$ cat config.mk
export PLATFORM = sky130hd
export DESIGN_NAME = dit_top
export DESIGN_NICKNAME = d
export VERILOG_FILES = /design/src/dit_pkg.sv /design/src/dit_top.sv
export SDC_FILE = /design/constraint.sdc
export NUM_CORES = 1
export LEC_CHECK = 0
export ABC_AREA = 1
export ABC_CLOCK_PERIOD_IN_PS = 2000
export BUFFER_PORTS_ARGS = -buffer_cell sky130_fd_sc_hd__buf_2
export CORE_MARGIN = 4
export CORE_UTILIZATION = 32
export CTS_CLUSTER_SIZE = 24
export DETAILED_ROUTE_END_ITERATION = 8
export GPL_ROUTABILITY_DRIVEN = 0
export PLACE_DENSITY = 0.56
export SYNTH_ARGS = -nofsm -noshare
export SYNTH_HDL_FRONTEND = slang
export SYNTH_SLANG_ARGS = --single-unit
$ cat constraint.sdc
create_clock -name clk -period 2 [get_ports clk]
set_input_delay 0.1 -clock clk [delete_from_list [all_inputs] [get_ports clk]]
set_output_delay 0.1 -clock clk [all_outputs]
set_load 0.01 [all_outputs]
$ cat src/dit_pkg.sv
// Purpose: Shared constants for the dual interval timers block.
// Assumes: Register index times four gives the AXI4-Lite byte address.
// Notes: Reset values and field positions are named once here.
package dit_pkg;

	// ----------------------------------------------------------------
	// Register indices
	// ----------------------------------------------------------------
	localparam logic [5:0] DIT_IDX_TM1_CNT_LO = 6'h04;
	localparam logic [5:0] DIT_IDX_TM1_CNT_HI = 6'h05;
	localparam logic [5:0] DIT_IDX_TM1_LAT_LO = 6'h06;
	localparam logic [5:0] DIT_IDX_TM1_LAT_HI = 6'h07;
	localparam logic [5:0] DIT_IDX_TM2_CNT_LO = 6'h08;
	localparam logic [5:0] DIT_IDX_TM2_CNT_HI = 6'h09;
	localparam logic [5:0] DIT_IDX_AUX_CTRL = 6'h0b;
	localparam logic [5:0] DIT_IDX_INT_FLAG = 6'h0d;
	localparam logic [5:0] DIT_IDX_INT_ENA = 6'h0e;

	// ----------------------------------------------------------------
	// Field positions
	// ----------------------------------------------------------------
	localparam int DIT_AUX_TM1_WAVE_BIT = 7;
	localparam int DIT_AUX_TM1_FREE_BIT = 6;
	localparam int DIT_AUX_TM2_MODE_BIT = 5;
	localparam int DIT_FLAG_ANY_BIT = 7;
	localparam int DIT_FLAG_TM1_BIT = 6;
	localparam int DIT_FLAG_TM2_BIT = 5;

	// ----------------------------------------------------------------
	// Reset values
	// ----------------------------------------------------------------
	localparam logic [7:0] DIT_AUX_RST = 8'h00;
	localparam logic [7:0] DIT_ENA_RST = 8'h00;
	localparam logic [7:0] DIT_LATCH_RST = 8'h00;
	localparam logic [15:0] DIT_CNT_RST = 16'h0000;
	localparam logic DIT_WAVE_RST = 1'b1;

	// ----------------------------------------------------------------
	// Bus answers
	// ----------------------------------------------------------------
	localparam logic [1:0] DIT_RESP_OKAY = 2'h0;
	localparam logic [1:0] DIT_RESP_SLVERR = 2'h2;

endpackage

$ cat src/dit_top.sv
// Purpose: Two 16-bit down-counting interval timers behind AXI4-Lite.
// Assumes: One clock; ce low freezes every flip-flop and the bus.
// Notes: Registers hold eight bits in the low byte lane; upper bits read 0.
`timescale 1ns/1ps

module dit_top
	import dit_pkg::*;
#(
	parameter int ADDR_W = 8
)
(
	// Clock, reset and freeze.
	input wire logic clk,
	input wire logic rst,
	input wire logic ce,
	// AXI4-Lite write address and data.
	input wire logic [ADDR_W-1:0] s_axi_awaddr,
	input wire logic s_axi_awvalid,
	output logic s_axi_awready,
	input wire logic [31:0] s_axi_wdata,
	input wire logic [3:0] s_axi_wstrb,
	input wire logic s_axi_wvalid,
	output logic s_axi_wready,
	// AXI4-Lite write response.
	output logic [1:0] s_axi_bresp,
	output logic s_axi_bvalid,
	input wire logic s_axi_bready,
	// AXI4-Lite read.
	input wire logic [ADDR_W-1:0] s_axi_araddr,
	input wire logic s_axi_arvalid,
	output logic s_axi_arready,
	output logic [31:0] s_axi_rdata,
	output logic [1:0] s_axi_rresp,
	output logic s_axi_rvalid,
	input wire logic s_axi_rready,
	// Port pins and interrupt.
	output logic timer_one_wave_pin,
	output logic timer_one_wave_oe,
	input wire logic timer_two_pulse_pin,
	output logic interrupt_request_n
);

	// ----------------------------------------------------------------
	// Declarations
	// ----------------------------------------------------------------
	logic aw_held_r;
	logic w_held_r;
	logic [ADDR_W-1:0] aw_addr_r;
	logic [7:0] w_byte_r;
	logic w_lane0_r;
	logic [1:0] bresp_r;
	logic bvalid_r;
	logic [31:0] rdata_r;
	logic [1:0] rresp_r;
	logic rvalid_r;
	logic wr_fire;
	logic wr_go;
	logic [5:0] wr_idx;
	logic rd_fire;
	logic [5:0] rd_idx;
	logic [7:0] aux_control_r;
	logic [7:0] int_enable_r;
	logic [7:0] tm1_latch_lo_r;
	logic [7:0] tm1_latch_hi_r;
	logic [15:0] tm1_cnt_r;
	logic tm1_armed_r;
	logic tm1_flag_r;
	logic tm1_wave_r;
	logic [7:0] tm2_latch_lo_r;
	logic [15:0] tm2_cnt_r;
	logic tm2_armed_r;
	logic tm2_flag_r;
	logic t2p_meta_r;
	logic t2p_sync_r;
	logic t2p_prev_r;
	logic tm1_load;
	logic tm1_zero;
	logic tm1_free;
	logic tm1_set;
	logic tm1_clr;
	logic tm2_load;
	logic tm2_step;
	logic tm2_set;
	logic tm2_clr;
	logic flag_wr;
	logic [7:0] flag_view;

	// ----------------------------------------------------------------
	// Address decode
	// ----------------------------------------------------------------
	// Only word-aligned addresses of listed registers are mapped.
	function automatic logic is_mapped(input logic [ADDR_W-1:0] a);
		logic [5:0] ix;
		ix = a[7:2];
		is_mapped = 1'b0;
		if (a[1:0] == 2'h0)
		begin
			case (ix)
				DIT_IDX_TM1_CNT_LO, DIT_IDX_TM1_CNT_HI,
				DIT_IDX_TM1_LAT_LO, DIT_IDX_TM1_LAT_HI,
				DIT_IDX_TM2_CNT_LO, DIT_IDX_TM2_CNT_HI,
				DIT_IDX_AUX_CTRL, DIT_IDX_INT_FLAG,
				DIT_IDX_INT_ENA: is_mapped = 1'b1;
				default: is_mapped = 1'b0;
			endcase
		end
	endfunction

	// ----------------------------------------------------------------
	// AXI4-Lite handshakes
	// ----------------------------------------------------------------
	// Readies are held off while frozen so no item is lost.
	assign s_axi_awready = ce & ~aw_held_r;
	assign s_axi_wready = ce & ~w_held_r;
	assign s_axi_arready = ce & ~rvalid_r;
	assign s_axi_bvalid = bvalid_r;
	assign s_axi_bresp = bresp_r;
	assign s_axi_rvalid = rvalid_r;
	assign s_axi_rresp = rresp_r;
	assign s_axi_rdata = rdata_r;

	// A write completes once both halves are held and no answer waits.
	assign wr_fire = ce & aw_held_r & w_held_r & ~bvalid_r;
	assign wr_idx = aw_addr_r[7:2];
	assign wr_go = wr_fire & w_lane0_r & is_mapped(aw_addr_r);
	assign rd_fire = s_axi_arvalid & s_axi_arready;
	assign rd_idx = s_axi_araddr[7:2];

	// Write address and data are captured in either order.
	always_ff @(posedge clk)
	begin
		if (rst)
		begin
			aw_held_r <= 1'b0;
			w_held_r <= 1'b0;
			aw_addr_r <= '0;
			w_byte_r <= 8'h00;
			w_lane0_r <= 1'b0;
		end
		else if (ce)
		begin
			if (s_axi_awvalid & s_axi_awready)
			begin
				aw_held_r <= 1'b1;
				aw_addr_r <= s_axi_awaddr;
			end
			else if (wr_fire)
				aw_held_r <= 1'b0;
			if (s_axi_wvalid & s_axi_wready)
			begin
				w_held_r <= 1'b1;
				w_byte_r <= s_axi_wdata[7:0];
				w_lane0_r <= s_axi_wstrb[0];
			end
			else if (wr_fire)
				w_held_r <= 1'b0;
		end
	end

	// Write response; unmapped addresses answer SLVERR.
	always_ff @(posedge clk)
	begin
		if (rst)
		begin
			bvalid_r <= 1'b0;
			bresp_r <= DIT_RESP_OKAY;
		end
		else if (ce)
		begin
			if (wr_fire)
			begin
				bvalid_r <= 1'b1;
				bresp_r <= is_mapped(aw_addr_r) ? DIT_RESP_OKAY : DIT_RESP_SLVERR;
			end
			else if (s_axi_bready)
				bvalid_r <= 1'b0;
		end
	end

	// Read data is sampled at the address handshake.
	always_ff @(posedge clk)
	begin
		if (rst)
		begin
			rvalid_r <= 1'b0;
			rresp_r <= DIT_RESP_OKAY;
			rdata_r <= 32'h0000_0000;
		end
		else if (ce)
		begin
			if (rd_fire)
			begin
				rvalid_r <= 1'b1;
				rresp_r <= is_mapped(s_axi_araddr) ? DIT_RESP_OKAY : DIT_RESP_SLVERR;
				case (s_axi_araddr[1:0] == 2'h0 ? rd_idx : 6'h00)
					DIT_IDX_TM1_CNT_LO: rdata_r <= {24'h0, tm1_cnt_r[7:0]};
					DIT_IDX_TM1_CNT_HI: rdata_r <= {24'h0, tm1_cnt_r[15:8]};
					DIT_IDX_TM1_LAT_LO: rdata_r <= {24'h0, tm1_latch_lo_r};
					DIT_IDX_TM1_LAT_HI: rdata_r <= {24'h0, tm1_cnt_r[15:8]};
					DIT_IDX_TM2_CNT_LO: rdata_r <= {24'h0, tm2_cnt_r[7:0]};
					DIT_IDX_TM2_CNT_HI: rdata_r <= {24'h0, tm2_cnt_r[15:8]};
					DIT_IDX_AUX_CTRL: rdata_r <= {24'h0, aux_control_r};
					DIT_IDX_INT_FLAG: rdata_r <= {24'h0, flag_view};
					DIT_IDX_INT_ENA: rdata_r <= {24'h0, int_enable_r};
					default: rdata_r <= 32'h0000_0000;
				endcase
			end
			else if (s_axi_rready)
				rvalid_r <= 1'b0;
		end
	end

	// ----------------------------------------------------------------
	// Control registers
	// ----------------------------------------------------------------
	// Auxiliary control selects modes; enable gates the request line.
	always_ff @(posedge clk)
	begin
		if (rst)
		begin
			aux_control_r <= DIT_AUX_RST;
			int_enable_r <= DIT_ENA_RST;
		end
		else if (ce & wr_go)
		begin
			if (wr_idx == DIT_IDX_AUX_CTRL)
				aux_control_r <= w_byte_r;
			if (wr_idx == DIT_IDX_INT_ENA)
				int_enable_r <= w_byte_r;
		end
	end

	assign tm1_free = aux_control_r[DIT_AUX_TM1_FREE_BIT];
	assign timer_one_wave_oe = aux_control_r[DIT_AUX_TM1_WAVE_BIT];

	// ----------------------------------------------------------------
	// Timer one
	// ----------------------------------------------------------------
	// Low latch takes writes at either low index; high latch at either high index.
	always_ff @(posedge clk)
	begin
		if (rst)
		begin
			tm1_latch_lo_r <= DIT_LATCH_RST;
			tm1_latch_hi_r <= DIT_LATCH_RST;
		end
		else if (ce & wr_go)
		begin
			if (wr_idx == DIT_IDX_TM1_CNT_LO || wr_idx == DIT_IDX_TM1_LAT_LO)
				tm1_latch_lo_r <= w_byte_r;
			if (wr_idx == DIT_IDX_TM1_CNT_HI || wr_idx == DIT_IDX_TM1_LAT_HI)
				tm1_latch_hi_r <= w_byte_r;
		end
	end

	assign tm1_load = wr_go & (wr_idx == DIT_IDX_TM1_CNT_HI);
	assign tm1_zero = (tm1_cnt_r == DIT_CNT_RST);

	// Loading restarts the count; decrementing begins on the next clock.
	always_ff @(posedge clk)
	begin
		if (rst)
			tm1_cnt_r <= DIT_CNT_RST;
		else if (ce)
		begin
			if (tm1_load)
				tm1_cnt_r <= {w_byte_r, tm1_latch_lo_r};
			else if (tm1_zero & tm1_free)
				tm1_cnt_r <= {tm1_latch_hi_r, tm1_latch_lo_r};
			else
				tm1_cnt_r <= tm1_cnt_r - 16'h0001;
		end
	end

	// One-shot arming allows a single flag per load.
	always_ff @(posedge clk)
	begin
		if (rst)
			tm1_armed_r <= 1'b0;
		else if (ce)
		begin
			if (tm1_load)
				tm1_armed_r <= 1'b1;
			else if (tm1_zero)
				tm1_armed_r <= 1'b0;
		end
	end

	// Flag set wins over any clear, a restarting load included, in the same cycle.
	assign tm1_set = tm1_zero & (tm1_free | tm1_armed_r);
	assign flag_wr = wr_go & (wr_idx == DIT_IDX_INT_FLAG);
	assign tm1_clr = (rd_fire & rd_idx == DIT_IDX_TM1_CNT_LO & s_axi_araddr[1:0] == 2'h0)
		| (wr_go & (wr_idx == DIT_IDX_TM1_CNT_HI || wr_idx == DIT_IDX_TM1_LAT_HI))
		| (flag_wr & w_byte_r[DIT_FLAG_TM1_BIT]);

	always_ff @(posedge clk)
	begin
		if (rst)
			tm1_flag_r <= 1'b0;
		else if (ce)
			tm1_flag_r <= tm1_set | (tm1_flag_r & ~tm1_clr);
	end

	// Wave output: low on load, high at one-shot end, toggled in free run.
	always_ff @(posedge clk)
	begin
		if (rst)
			tm1_wave_r <= DIT_WAVE_RST;
		else if (ce)
		begin
			if (tm1_load)
				tm1_wave_r <= 1'b0;
			else if (tm1_zero & tm1_free)
				tm1_wave_r <= ~tm1_wave_r;
			else if (tm1_zero & tm1_armed_r)
				tm1_wave_r <= 1'b1;
		end
	end

	// The pin idles high when the wave output is disabled.
	assign timer_one_wave_pin = timer_one_wave_oe ? tm1_wave_r : 1'b1;

	// ----------------------------------------------------------------
	// Timer two
	// ----------------------------------------------------------------
	// Pulse pin passes two flip-flops; the edge detector compares the second with a third, never the first.
	always_ff @(posedge clk)
	begin
		if (rst)
		begin
			t2p_meta_r <= 1'b1;
			t2p_sync_r <= 1'b1;
			t2p_prev_r <= 1'b1;
		end
		else if (ce)
		begin
			t2p_meta_r <= timer_two_pulse_pin;
			t2p_sync_r <= t2p_meta_r;
			t2p_prev_r <= t2p_sync_r;
		end
	end

	// One step per clock, or per falling edge in pulse counting mode.
	assign tm2_step = aux_control_r[DIT_AUX_TM2_MODE_BIT] ? (t2p_prev_r & ~t2p_sync_r) : 1'b1;
	assign tm2_load = wr_go & (wr_idx == DIT_IDX_TM2_CNT_HI);

	// Low latch is write-only from the bus.
	always_ff @(posedge clk)
	begin
		if (rst)
			tm2_latch_lo_r <= DIT_LATCH_RST;
		else if (ce & wr_go & (wr_idx == DIT_IDX_TM2_CNT_LO))
			tm2_latch_lo_r <= w_byte_r;
	end

	// Counter loads from the high byte and low latch, then wraps freely.
	always_ff @(posedge clk)
	begin
		if (rst)
			tm2_cnt_r <= DIT_CNT_RST;
		else if (ce)
		begin
			if (tm2_load)
				tm2_cnt_r <= {w_byte_r, tm2_latch_lo_r};
			else if (tm2_step)
				tm2_cnt_r <= tm2_cnt_r - 16'h0001;
		end
	end

	// Arming allows one flag per reload of the high byte.
	always_ff @(posedge clk)
	begin
		if (rst)
			tm2_armed_r <= 1'b0;
		else if (ce)
		begin
			if (tm2_load)
				tm2_armed_r <= 1'b1;
			else if (tm2_set)
				tm2_armed_r <= 1'b0;
		end
	end

	// The timeout event wins over a clear or reload in the same cycle.
	assign tm2_set = tm2_step & tm2_armed_r & (tm2_cnt_r == DIT_CNT_RST);
	assign tm2_clr = (rd_fire & rd_idx == DIT_IDX_TM2_CNT_LO & s_axi_araddr[1:0] == 2'h0)
		| tm2_load | (flag_wr & w_byte_r[DIT_FLAG_TM2_BIT]);

	always_ff @(posedge clk)
	begin
		if (rst)
			tm2_flag_r <= 1'b0;
		else if (ce)
			tm2_flag_r <= tm2_set | (tm2_flag_r & ~tm2_clr);
	end

	// ----------------------------------------------------------------
	// Interrupt request
	// ----------------------------------------------------------------
	// Bit seven reads high while any enabled flag is active.
	always_comb
	begin
		flag_view = 8'h00;
		flag_view[DIT_FLAG_TM1_BIT] = tm1_flag_r;
		flag_view[DIT_FLAG_TM2_BIT] = tm2_flag_r;
		flag_view[DIT_FLAG_ANY_BIT] = (tm1_flag_r & int_enable_r[DIT_FLAG_TM1_BIT])
			| (tm2_flag_r & int_enable_r[DIT_FLAG_TM2_BIT]);
	end

	assign interrupt_request_n = ~flag_view[DIT_FLAG_ANY_BIT];

endmodule // dit_top

==> impl_metrics.env, run 1 <==
export IMPL_core_area_um2=19400
export IMPL_cp_arrival_ns=2.08
export IMPL_power_frac_comb_pct=21.4
export IMPL_switching_share_pct=30.9
export IMPL_grt_overflow=0
export IMPL_ys_top_cells_by_count="208 x nand2_1, 113 x nor2_1, 112 x dfxtp_1, 111 x nand3_1, 107 x inv_1"
export IMPL_synth_area_um2=6310
export IMPL_hpwlAfterDp_um=14500
export IMPL_first_pass_iters=5
export IMPL_syn_to_final_growth_pct=16.2
export IMPL_pwr_share_seq_pct=43.7
export IMPL_num_antenna_cells=0
export IMPL_slew_headroom_pct=64.3
export IMPL_async_flop_share_pct=0
export IMPL_ant_nets=0
export IMPL_htree_levels=3
export IMPL_synth_top_cell_area_share_pct=35.5
export IMPL_grt_first_pass_wirelength_um=31300
export IMPL_ys_flop_type="dfxtp_1"
export IMPL_antenna_found_initial=0
export IMPL_syn_inst=971
export IMPL_nFillCells=2146
export IMPL_cap_violations=0
export IMPL_grt_total_usage_pct=17.8
export IMPL_p_leak_nw=3.29
export IMPL_setup_tns_ns=0
export IMPL_ys_ff_latch=112
export IMPL_grt_start_max_net_pins=47
export IMPL_die_x_um=148
export IMPL_instances_no_fill=1313
export IMPL_crit_path_end_kind="flip-flop"
export IMPL_path_clk_slew_ns=0.07
export IMPL_fmax_mhz=560
export IMPL_synth_seq_area_share_pct=35.5
export IMPL_synth_edf_count=0
export IMPL_num_rows=51
export IMPL_start_util_pct=32.5
export IMPL_drc_errors=0
export IMPL_cts_tree="done"
export IMPL_final_util_pct=37.8
export IMPL_grt_pass1_vias=5788
export IMPL_yosysMostFrequentCell="nand2_1"
export IMPL_placement_io_buffers=51
export IMPL_p_total_w=0.00560
export IMPL_power_internal_w=0.00387
export IMPL_wl_per_cell_um=14.6
export IMPL_postCtsSetupBuffers=0
export IMPL_nets=1112
export IMPL_startpoint_type="flip-flop"
export IMPL_critPathKind="flip-flop to flip-flop"
export IMPL_setup_violations_final=0
export IMPL_drt_wl_total_um=19200
export IMPL_drive_gt1_share_pct=13.2
export IMPL_dieHeight_um=148
export IMPL_status="complete, no violations"
export IMPL_required_ns=2.29
export IMPL_slew_violations=0
export IMPL_ys_types=36
export IMPL_clock_latency_ns=0.36
export IMPL_hold_violations=0
export IMPL_synth_area_leaders="dfxtp_1 36%, nand2_1 12%, nand3_1 8.8%, a21oi_1 7.2%, nor2_1 6.7%"
export IMPL_numCtsBuffers=9
export IMPL_ctsRootBufferMaster="clkbuf_16"
export IMPL_switchingPower_w=0.00173
export IMPL_die_area_um2=22000
export IMPL_worstPathMaxFanout=8
export IMPL_fin_skew_ns=0.00450
export IMPL_fin_crit_sh_pct=89.3
export IMPL_yosysWarnings=0
export IMPL_hold_path_class="input pin to flip-flop"
export IMPL_max_vdd_ir_drop_v=0.000440
export IMPL_multi_input_area_um2=3380
export IMPL_yosysTopAreaCell="dfxtp_1"
export IMPL_io_pins=105
export IMPL_dp_cells=1293
export IMPL_viasPerCell=4.74
export IMPL_p_clk_share_pct=35.0
export IMPL_p_per_area_nw_per_um2=764
export IMPL_ff_latch_area_um2=2240
export IMPL_rsz0062_at_grt="no"
export IMPL_avgSynthCellArea_um2=6.50
export IMPL_clk_path_buf_depth=2
export IMPL_min_period_ns=1.79
export IMPL_drtIter0Drc=436
export IMPL_vias=6228
export IMPL_worst_pin_slew_ns=0.534
export IMPL_clkSinkCount=112
[path summary, 6_finish.rpt]
| path | cells past startpoint | from | end | slack (ns) |
|---|---|---|---|---|
| worst max register to register | 9 | tm1_cnt_r[1]$_SDFFE_PP0P_ | tm1_cnt_r[8]$_SDFFE_PP0P_ | 0.21 |
| worst max-delay path | 9 | tm1_cnt_r[1]$_SDFFE_PP0P_ | tm1_cnt_r[8]$_SDFFE_PP0P_ | 0.21 |
| worst min register to register | 2 | tm2_latch_lo_r[0]$_SDFFE_PP0P_ | tm2_latch_lo_r[0]$_SDFFE_PP0P_ | 0.44 |
| worst min-delay path | 3 | s_axi_awaddr[6] | aw_addr_r[6]$_SDFFE_PP0N_ | 0.01 |
[cell type report]
class                      instances  share of cell area [%]
sequential                       112                    30.6
timing repair buffer             101                    8.77
inverter                         112                    5.77
clock inverter                     5                    1.13
clock buffer                      10                    3.12
multi-input combinational        708                    46.1
tap                              265                    4.52
[layer usage]
layer | vias to the layer above | global-route usage, % | routed length [µm]
li1 | 3244 | - | -
met1 | 2790 | 25.8 | 9480
met2 | 169 | 26.9 | 8220
met3 | 25 | 2.99 | 1020
met4 | 0 | 5.96 | 434
met5 | - | 0 | 0
[registers in the layout, summed over array words and instances, names as in the netlist, 8 cells and up, named ones only]
signal          count
tm1_latch_lo_r      8
tm1_latch_hi_r      8
tm2_cnt_r          16
tm1_cnt_r          16
int_enable_r        8
w_byte_r            8
aw_addr_r           8
tm2_latch_lo_r      8
s_axi_rdata         8
aux_control_r       8
[through the flow]
step,worst slack [ns],hold slack [ns],cell area [µm²]
after global routing,0.0408,0.0237,7330
after floorplan,0.193,0.226,6400
after CTS,0.160,0.00163,7320
after detailed placement,0.184,0.324,6960
after global placement,0.208,0.323,6960
final,0.214,0.0144,7330
[placed cells by master, fill, tap and decap left out, types with 2 or more instances in the layout]
cell type,Yosys,routed
o211a_1,7,7
clkbuf_16,0,9
nand4_1,12,12
nor3_1,4,4
inv_1,107,107
o21ai_1,7,7
nand2_2,3,4
bufinv_16,0,2
a21oi_1,91,91
inv_2,4,4
dlygate4sd3_1,0,5
o21ai_0,80,80
o211ai_1,4,4
buf_2,10,51
xor2_1,8,8
nand3_1,111,111
nor2_4,3,3
nand4_2,4,3
nor2_2,7,7
nand2_1,208,207
clkinv_4,0,2
nand4_4,1,2
ha_1,7,7
dfxtp_1,112,112
conb_1,1,26
xnor2_1,3,3
nor2_1,113,113
buf_4,27,45
[cells by family after synthesis]
kind of cell,after synthesis,synth area share [%]
fa+ha+maj,7,1.39
simple gates,472,32.9
xor+xnor,11,1.53
other cells,1,0.0594
flops,112,35.5
buf+inv,176,12.6
compound gates,192,16.1
[timing repair]
action / CTS / global route
setup endpoints to repair: 0 / 6
hold buffers: 5 / 0
resized for setup: 0 / 2
endpoints found under the hold margin: 5 / 0
[power groups by stage]
stage	combinational [W]	sequential (W)	clock (W)
after floorplan	0.000872	0.00248	0
after global placement	0.00118	0.00250	0
after detailed placement	0.00118	0.00250	0
after CTS	0.00119	0.00245	0.00201
after global routing	0.00137	0.00246	0.00211
final	0.00120	0.00245	0.00196
[critical path, stage by stage (launching register included)]
cell and delay, ns:
dfxtp_1 0.33, inv_1 0.12, ha_1 0.22, nand2_1 0.07
nor2_1 0.21, nand3_1 0.20, buf_4 0.22, nand3_1 0.11
nand4_1 0.09, a21oi_1 0.15
Note: power is estimated with default switching activity, not from simulation.
==> run 2: changes to the inputs <==
- RECOVER_POWER: default -> 100
==> run 2 against run 1 <==
Net effect: register-to-register slack got worse by 0.04 ns; non-clock buffer count is the same; fmax fell by 2.2%; global-route usage did not move; clock-buffer cell count stayed put; power is 0.20% lower.
==> impl_metrics.env, run 2 (synthesis gave the netlist of run 1 again) <==
export IMPL_syn_to_final_growth_pct=15.0
export IMPL_crit_end="tm1_cnt_r[8]$_SDFFE_PP0P_"
export IMPL_slew_headroom_pct=45.1
export IMPL_worst_pin_slew_ns=0.823
export IMPL_p_per_area_nw_per_um2=771
export IMPL_grt_total_usage_pct=17.8
export IMPL_rr_worst_depth=9
export IMPL_core_area_um2=19400
export IMPL_mostFrequentLayoutCells="209 x nand2_1, 115 x nor2_1, 112 x dfxtp_1"
export IMPL_min_period_ns=1.83
export IMPL_dieHeight_um=148
export IMPL_nets=1112
export IMPL_die_x_um=148
export IMPL_worstPathCellList="inv_1 > ha_1 > nand2_1 > nor2_1 > nand3_1 > clkbuf_2 > nand3_1 > nand4_1 > a21oi_1"
export IMPL_multi_input_area_um2=3360
export IMPL_grt_first_pass_wirelength_um=31300
export IMPL_drc_errors=0
export IMPL_fmax_mhz=548
export IMPL_nFillCells=2167
export IMPL_grt_pass1_vias=5788
export IMPL_hold_violations=0
export IMPL_slew_violations=0
export IMPL_setup_worst_path_start="tm1_cnt_r[1]$_SDFFE_PP0P_"
export IMPL_p_total_w=0.00559
export IMPL_rsz0062_at_grt="no"
export IMPL_worstPathMaxFanout=8
export IMPL_ctsRootBufferMaster="clkbuf_16"
export IMPL_reg_top3="tm1_cnt_r (16), tm2_cnt_r (16)"
export IMPL_p_leak_nw=3.21
export IMPL_clkSinkCount=112
export IMPL_numCtsBuffers=9
export IMPL_hold_slack_ns=0.0145
export IMPL_drive_gt1_share_pct=10.6
export IMPL_status="complete, no violations"
export IMPL_placement_io_buffers=51
export IMPL_fin_crit_sh_pct=91.3
export IMPL_r2r_slack_ns=0.17
export IMPL_hold_path_class="input pin to flip-flop"
export IMPL_hp_start="s_axi_awaddr[6]"
export IMPL_cts_tree="done"
export IMPL_worstReg2RegStart="tm1_cnt_r[1]$_SDFFE_PP0P_"
export IMPL_drtIter0Drc=424
export IMPL_viasPerCell=4.76
export IMPL_hpwlAfterDp_um=14500
export IMPL_clk_path_buf_depth=2
export IMPL_path_buf_inv=2
export IMPL_die_area_um2=22000
export IMPL_clock_latency_ns=0.36
export IMPL_ant_nets=0
export IMPL_setup_violations_final=0
export IMPL_ff_latch_area_um2=2240
export IMPL_io_pins=105
export IMPL_max_stage_delay_ns=0.33
export IMPL_start_util_pct=32.5
export IMPL_crit_path_end_kind="flip-flop"
export IMPL_final_common_cell="nand2_1"
export IMPL_num_antenna_cells=0
export IMPL_path_clk_slew_ns=0.07
export IMPL_max_vdd_ir_drop_v=0.000442
export IMPL_wl_per_cell_um=14.6
export IMPL_fin_skew_ns=0.00479
export IMPL_crit_family="simple AND/OR/NAND/NOR gates"
export IMPL_cp_arrival_ns=2.12
export IMPL_first_pass_iters=5
export IMPL_antenna_found_initial=0
export IMPL_grt_overflow=0
export IMPL_cap_violations=0
export IMPL_worst_path_stages=9
export IMPL_critPathKind="flip-flop to flip-flop"
export IMPL_grt_start_max_net_pins=47
export IMPL_drt_wl_total_um=19200
export IMPL_htree_levels=3
export IMPL_startpoint_type="flip-flop"
export IMPL_hold_path_cell_count=3
export IMPL_r2r_end="tm1_cnt_r[8]$_SDFFE_PP0P_"
export IMPL_critPathSlowestCell="dfxtp_1"
export IMPL_num_rows=51
export IMPL_setup_tns_ns=0
export IMPL_required_ns=2.30
export IMPL_cpMostUsedCell="nand3_1"
export IMPL_vias=6256
==> run 2: cell types whose count changed in the layout (fill, tap and decap cells not counted), moves of 2 or more <==
cell      previous run  this run
buf_2               51        35
buf_4               45        32
clkbuf_1             1        23
clkbuf_2             0         4
clkbuf_4             0         3
nand2_1            207       209
nand2_2              4         2
nor2_1             113       115
nor2_2               7         5
==> run 2: report_power, final <==
part           total (W)  internal (W)  switching [W]
clock network    0.00196       0.00110       0.000862
logic            0.00119      0.000434       0.000755
registers        0.00244       0.00234       0.000108
total            0.00559       0.00387        0.00173
==> run 2: how the worst min path moves through the flow <==
stage	endpoint	slack [ns]
floorplan	t2p_meta_r$_SDFFE_PP1P_	0.23
global placement	t2p_meta_r$_SDFFE_PP1P_	0.32
detailed placement	t2p_meta_r$_SDFFE_PP1P_	0.32
CTS	aw_addr_r[6]$_SDFFE_PP0N_	0.002
global route	w_byte_r[1]$_SDFFE_PP0P_	0.02
finish	aw_addr_r[6]$_SDFFE_PP0N_	0.01
==> run 2: layer usage <==
layer | track usage [%] | vias to the layer above | share of wire [%]
met3 | 2.99 | 25 | 5.3
li1 | - | 3242 | -
met4 | 5.96 | 0 | 2.3
met1 | 25.8 | 2807 | 49
met2 | 26.9 | 182 | 43
met5 | 0 | - | 0
==> run 2: final cells by class <==
cell class	instances	share of cell area [%]
clock buffer	10	3.16
timing repair buffer	101	8.14
tap	265	4.57
clock inverter	5	1.14
sequential	112	30.9
multi-input combinational	708	46.3
inverter	112	5.83
==> run 2: what timing repair did <==
| item | CTS | global route |
|---|---|---|
| hold buffers | 5 | 0 |
| setup buffers | 0 | 0 |
| setup endpoints to repair | 0 | 6 |
| gates resized for setup | 0 | 2 |
| hold endpoints to repair | 5 | 0 |
==> run 2: tightest hold or removal path: cells and delay by family <==
family,cells,cell delay [ns]
buffers and inverters,1,0.10
AND/OR/NAND/NOR,1,0.07
AO/OA/AOI/OAI,1,0.06
==> run 2: stage by stage <==
step	std cells	worst slack, ns	instance area (µm²)	utilization, %
finish	1313	0.174	7250	37.4
detailed placement	1293	0.184	6960	35.9
CTS	1313	0.160	7320	37.7
global placement	1293	0.208	6960	35.9
floorplan	996	0.193	6400	-
global route	1313	0.0233	7250	37.4
==> run 3: changes to the inputs <==
- ABC_CLOCK_PERIOD_IN_PS: 2000 -> 2300
- clock period: 2 -> 2.3 ns (I/O delays scaled with it)
==> run 3 against run 2 <==
Net effect: the run now ends with max-capacitance violations, max-slew violations left; combinational power down 16%; fmax fell by 11%; worst hold slack gained 0.0028 ns; non-clock buffer count down 17; clock-buffer cell count is 1 lower; global-route usage is 0.18 points lower; routed wire length up 1.2%; clock skew is 0.0026 ns higher; register-to-register slack better by 0.08 ns; via count rose by 0.22%; first-iteration DRC count is 5.7% higher; cell count down 1.3%; critical path type unchanged; highest routed layer unchanged.
==> impl_metrics.env, run 3 (synthesis gave the netlist of run 1 again) <==
export IMPL_path_clk_slew_ns=0.07
export IMPL_drive_gt1_share_pct=9.21
export IMPL_core_area_um2=19400
export IMPL_slew_headroom_pct=-19.7
export IMPL_ctsRootBufferMaster="clkbuf_16"
export IMPL_nFillCells=2169
export IMPL_hold_violations=0
export IMPL_worstPathMaxFanout=10
export IMPL_startpoint_type="flip-flop"
export IMPL_p_clk_share_pct=35.4
export IMPL_viasPerCell=4.84
export IMPL_num_rows=51
export IMPL_clkSinkCount=112
export IMPL_rsz0062_at_grt="no"
export IMPL_power_internal_w=0.00335
export IMPL_worst_pin_slew_ns=1.79
export IMPL_switching_share_pct=31.1
export IMPL_crit_path_end_kind="flip-flop"
export IMPL_grt_pass1_vias=5507
export IMPL_switchingPower_w=0.00151
export IMPL_status="finished, violations left"
export IMPL_syn_to_final_growth_pct=12.7
export IMPL_clk_path_buf_depth=2
export IMPL_p_leak_nw=3.14
export IMPL_grt_start_max_net_pins=47
export IMPL_required_ns=2.56
export IMPL_p_per_area_nw_per_um2=684
export IMPL_num_antenna_cells=0
export IMPL_min_period_ns=2.05
export IMPL_power_frac_comb_pct=20.6
export IMPL_cts_tree="done"
export IMPL_nets=1095
export IMPL_slew_violations=47
export IMPL_wl_per_cell_um=15.0
export IMPL_first_pass_iters=4
export IMPL_grt_total_usage_pct=17.6
export IMPL_antenna_found_initial=0
export IMPL_cap_violations=1
export IMPL_fin_skew_ns=0.00738
export IMPL_dieHeight_um=148
export IMPL_numCtsBuffers=9
export IMPL_grt_first_pass_wirelength_um=30800
export IMPL_fmax_mhz=488
export IMPL_die_x_um=148
export IMPL_setup_tns_ns=0
export IMPL_io_pins=105
export IMPL_drc_errors=0
export IMPL_drt_wl_total_um=19400
export IMPL_vias=6270
export IMPL_reg_top3="tm1_cnt_r (16), tm2_cnt_r (16)"
export IMPL_hpwlAfterDp_um=14400
export IMPL_dp_cells=1280
export IMPL_htree_levels=3
export IMPL_violations="max-capacitance violations, max-slew violations"
export IMPL_start_util_pct=32.5
export IMPL_final_common_cell="nand2_1"
export IMPL_instances_no_fill=1296
export IMPL_pwr_share_seq_pct=44.0
export IMPL_grt_overflow=0
export IMPL_cts_repair_resized=0
export IMPL_ant_nets=0
export IMPL_hold_path_class="input pin to flip-flop"
export IMPL_clock_latency_ns=0.36
export IMPL_placement_io_buffers=51
export IMPL_max_vdd_ir_drop_v=0.000341
export IMPL_setup_violations_final=0
export IMPL_mostFrequentLayoutCells="211 x nand2_1, 118 x nor2_1, 112 x dfxtp_1"
export IMPL_fin_crit_sh_pct=89.1
export IMPL_cp_arrival_ns=2.31
export IMPL_critPathKind="flip-flop to flip-flop"
export IMPL_die_area_um2=22000
export IMPL_drtIter0Drc=448
[run 3: cell types whose count changed in the layout (fill, tap and decap cells not counted), sizes merged]
cell         change
dlygate4sd3      -4
clkinv           -1
inv              +2
buf              -7
clkbuf           -7
[run 3: power by group through the flow]
stage,logic (W),registers (W),clock network (W)
floorplan,0.000758,0.00215,0
global placement,0.000995,0.00219,0
detailed placement,0.00100,0.00219,0
CTS,0.00101,0.00214,0.00177
global route,0.00115,0.00215,0.00184
finish,0.00100,0.00214,0.00172
[run 3: final cells by class]
class,count,area [µm²],share of cell area [%]
Multi-Input combinational cell,708,3330,46.9
Sequential cell,112,2240,31.5
Timing Repair Buffer,84,464,6.53
Inverter,112,423,5.95
Tap cell,265,332,4.66
Clock buffer,9,225,3.17
Clock inverter,6,91.3,1.28
[run 3: what timing repair did]
action / CTS / global route
hold endpoints to repair: 1 / 0
hold buffers: 1 / 0
buffers inserted: 0 / 0
setup endpoints to repair: 0 / 0
[run 3: path summary, 6_finish.rpt]
| check | start | to | slack, ns | cells past startpoint |
|---|---|---|---|---|
| max | aw_addr_r[6]$_SDFFE_PP0N_ | tm1_cnt_r[0]$_SDFFE_PP0P_ | 0.25 | 8 |
| min | s_axi_bready | s_axi_bvalid$_SDFFE_PP0P_ | 0.02 | 4 |
| max reg2reg | aw_addr_r[6]$_SDFFE_PP0N_ | tm1_cnt_r[0]$_SDFFE_PP0P_ | 0.25 | 8 |
| min reg2reg | tm2_latch_lo_r[7]$_SDFFE_PP0P_ | tm2_latch_lo_r[7]$_SDFFE_PP0P_ | 0.45 | 2 |
[run 3: metrics by stage]
step / cell area (µm²) / utilization (%) / setup slack, ns / total power [W] / hold slack [ns]
2_1_floorplan: 6400 / - / 0.493 / 0.00291 / 0.241
3_3_place_gp: 6860 / 35.4 / 0.375 / 0.00318 / 0.337
3_5_place_dp: 6860 / 35.4 / 0.371 / 0.00319 / 0.339
4_1_cts: 7190 / 37.1 / 0.354 / 0.00492 / 0.00513
5_1_grt: 7110 / 36.7 / 0.0702 / 0.00515 / 0.0207
6_report: 7110 / 36.7 / 0.251 / 0.00486 / 0.0173
[run 3: critical path: stages, from the launching register on]
cell and delay (ns):
dfxtp_1 0.34, nor2_4 0.17, nand2_1 0.09, nor2_1 0.52, nand4_2 0.22, nand2_1 0.34, nor2_1 0.07, o21ai_0 0.16
inv_1 0.05
[run 3: layer usage]
metal,track usage [%],share of wire [%]
met1,26.4,50
met2,26.6,43
met3,3.11,5.8
met4,3.51,1.2
met5,0,0
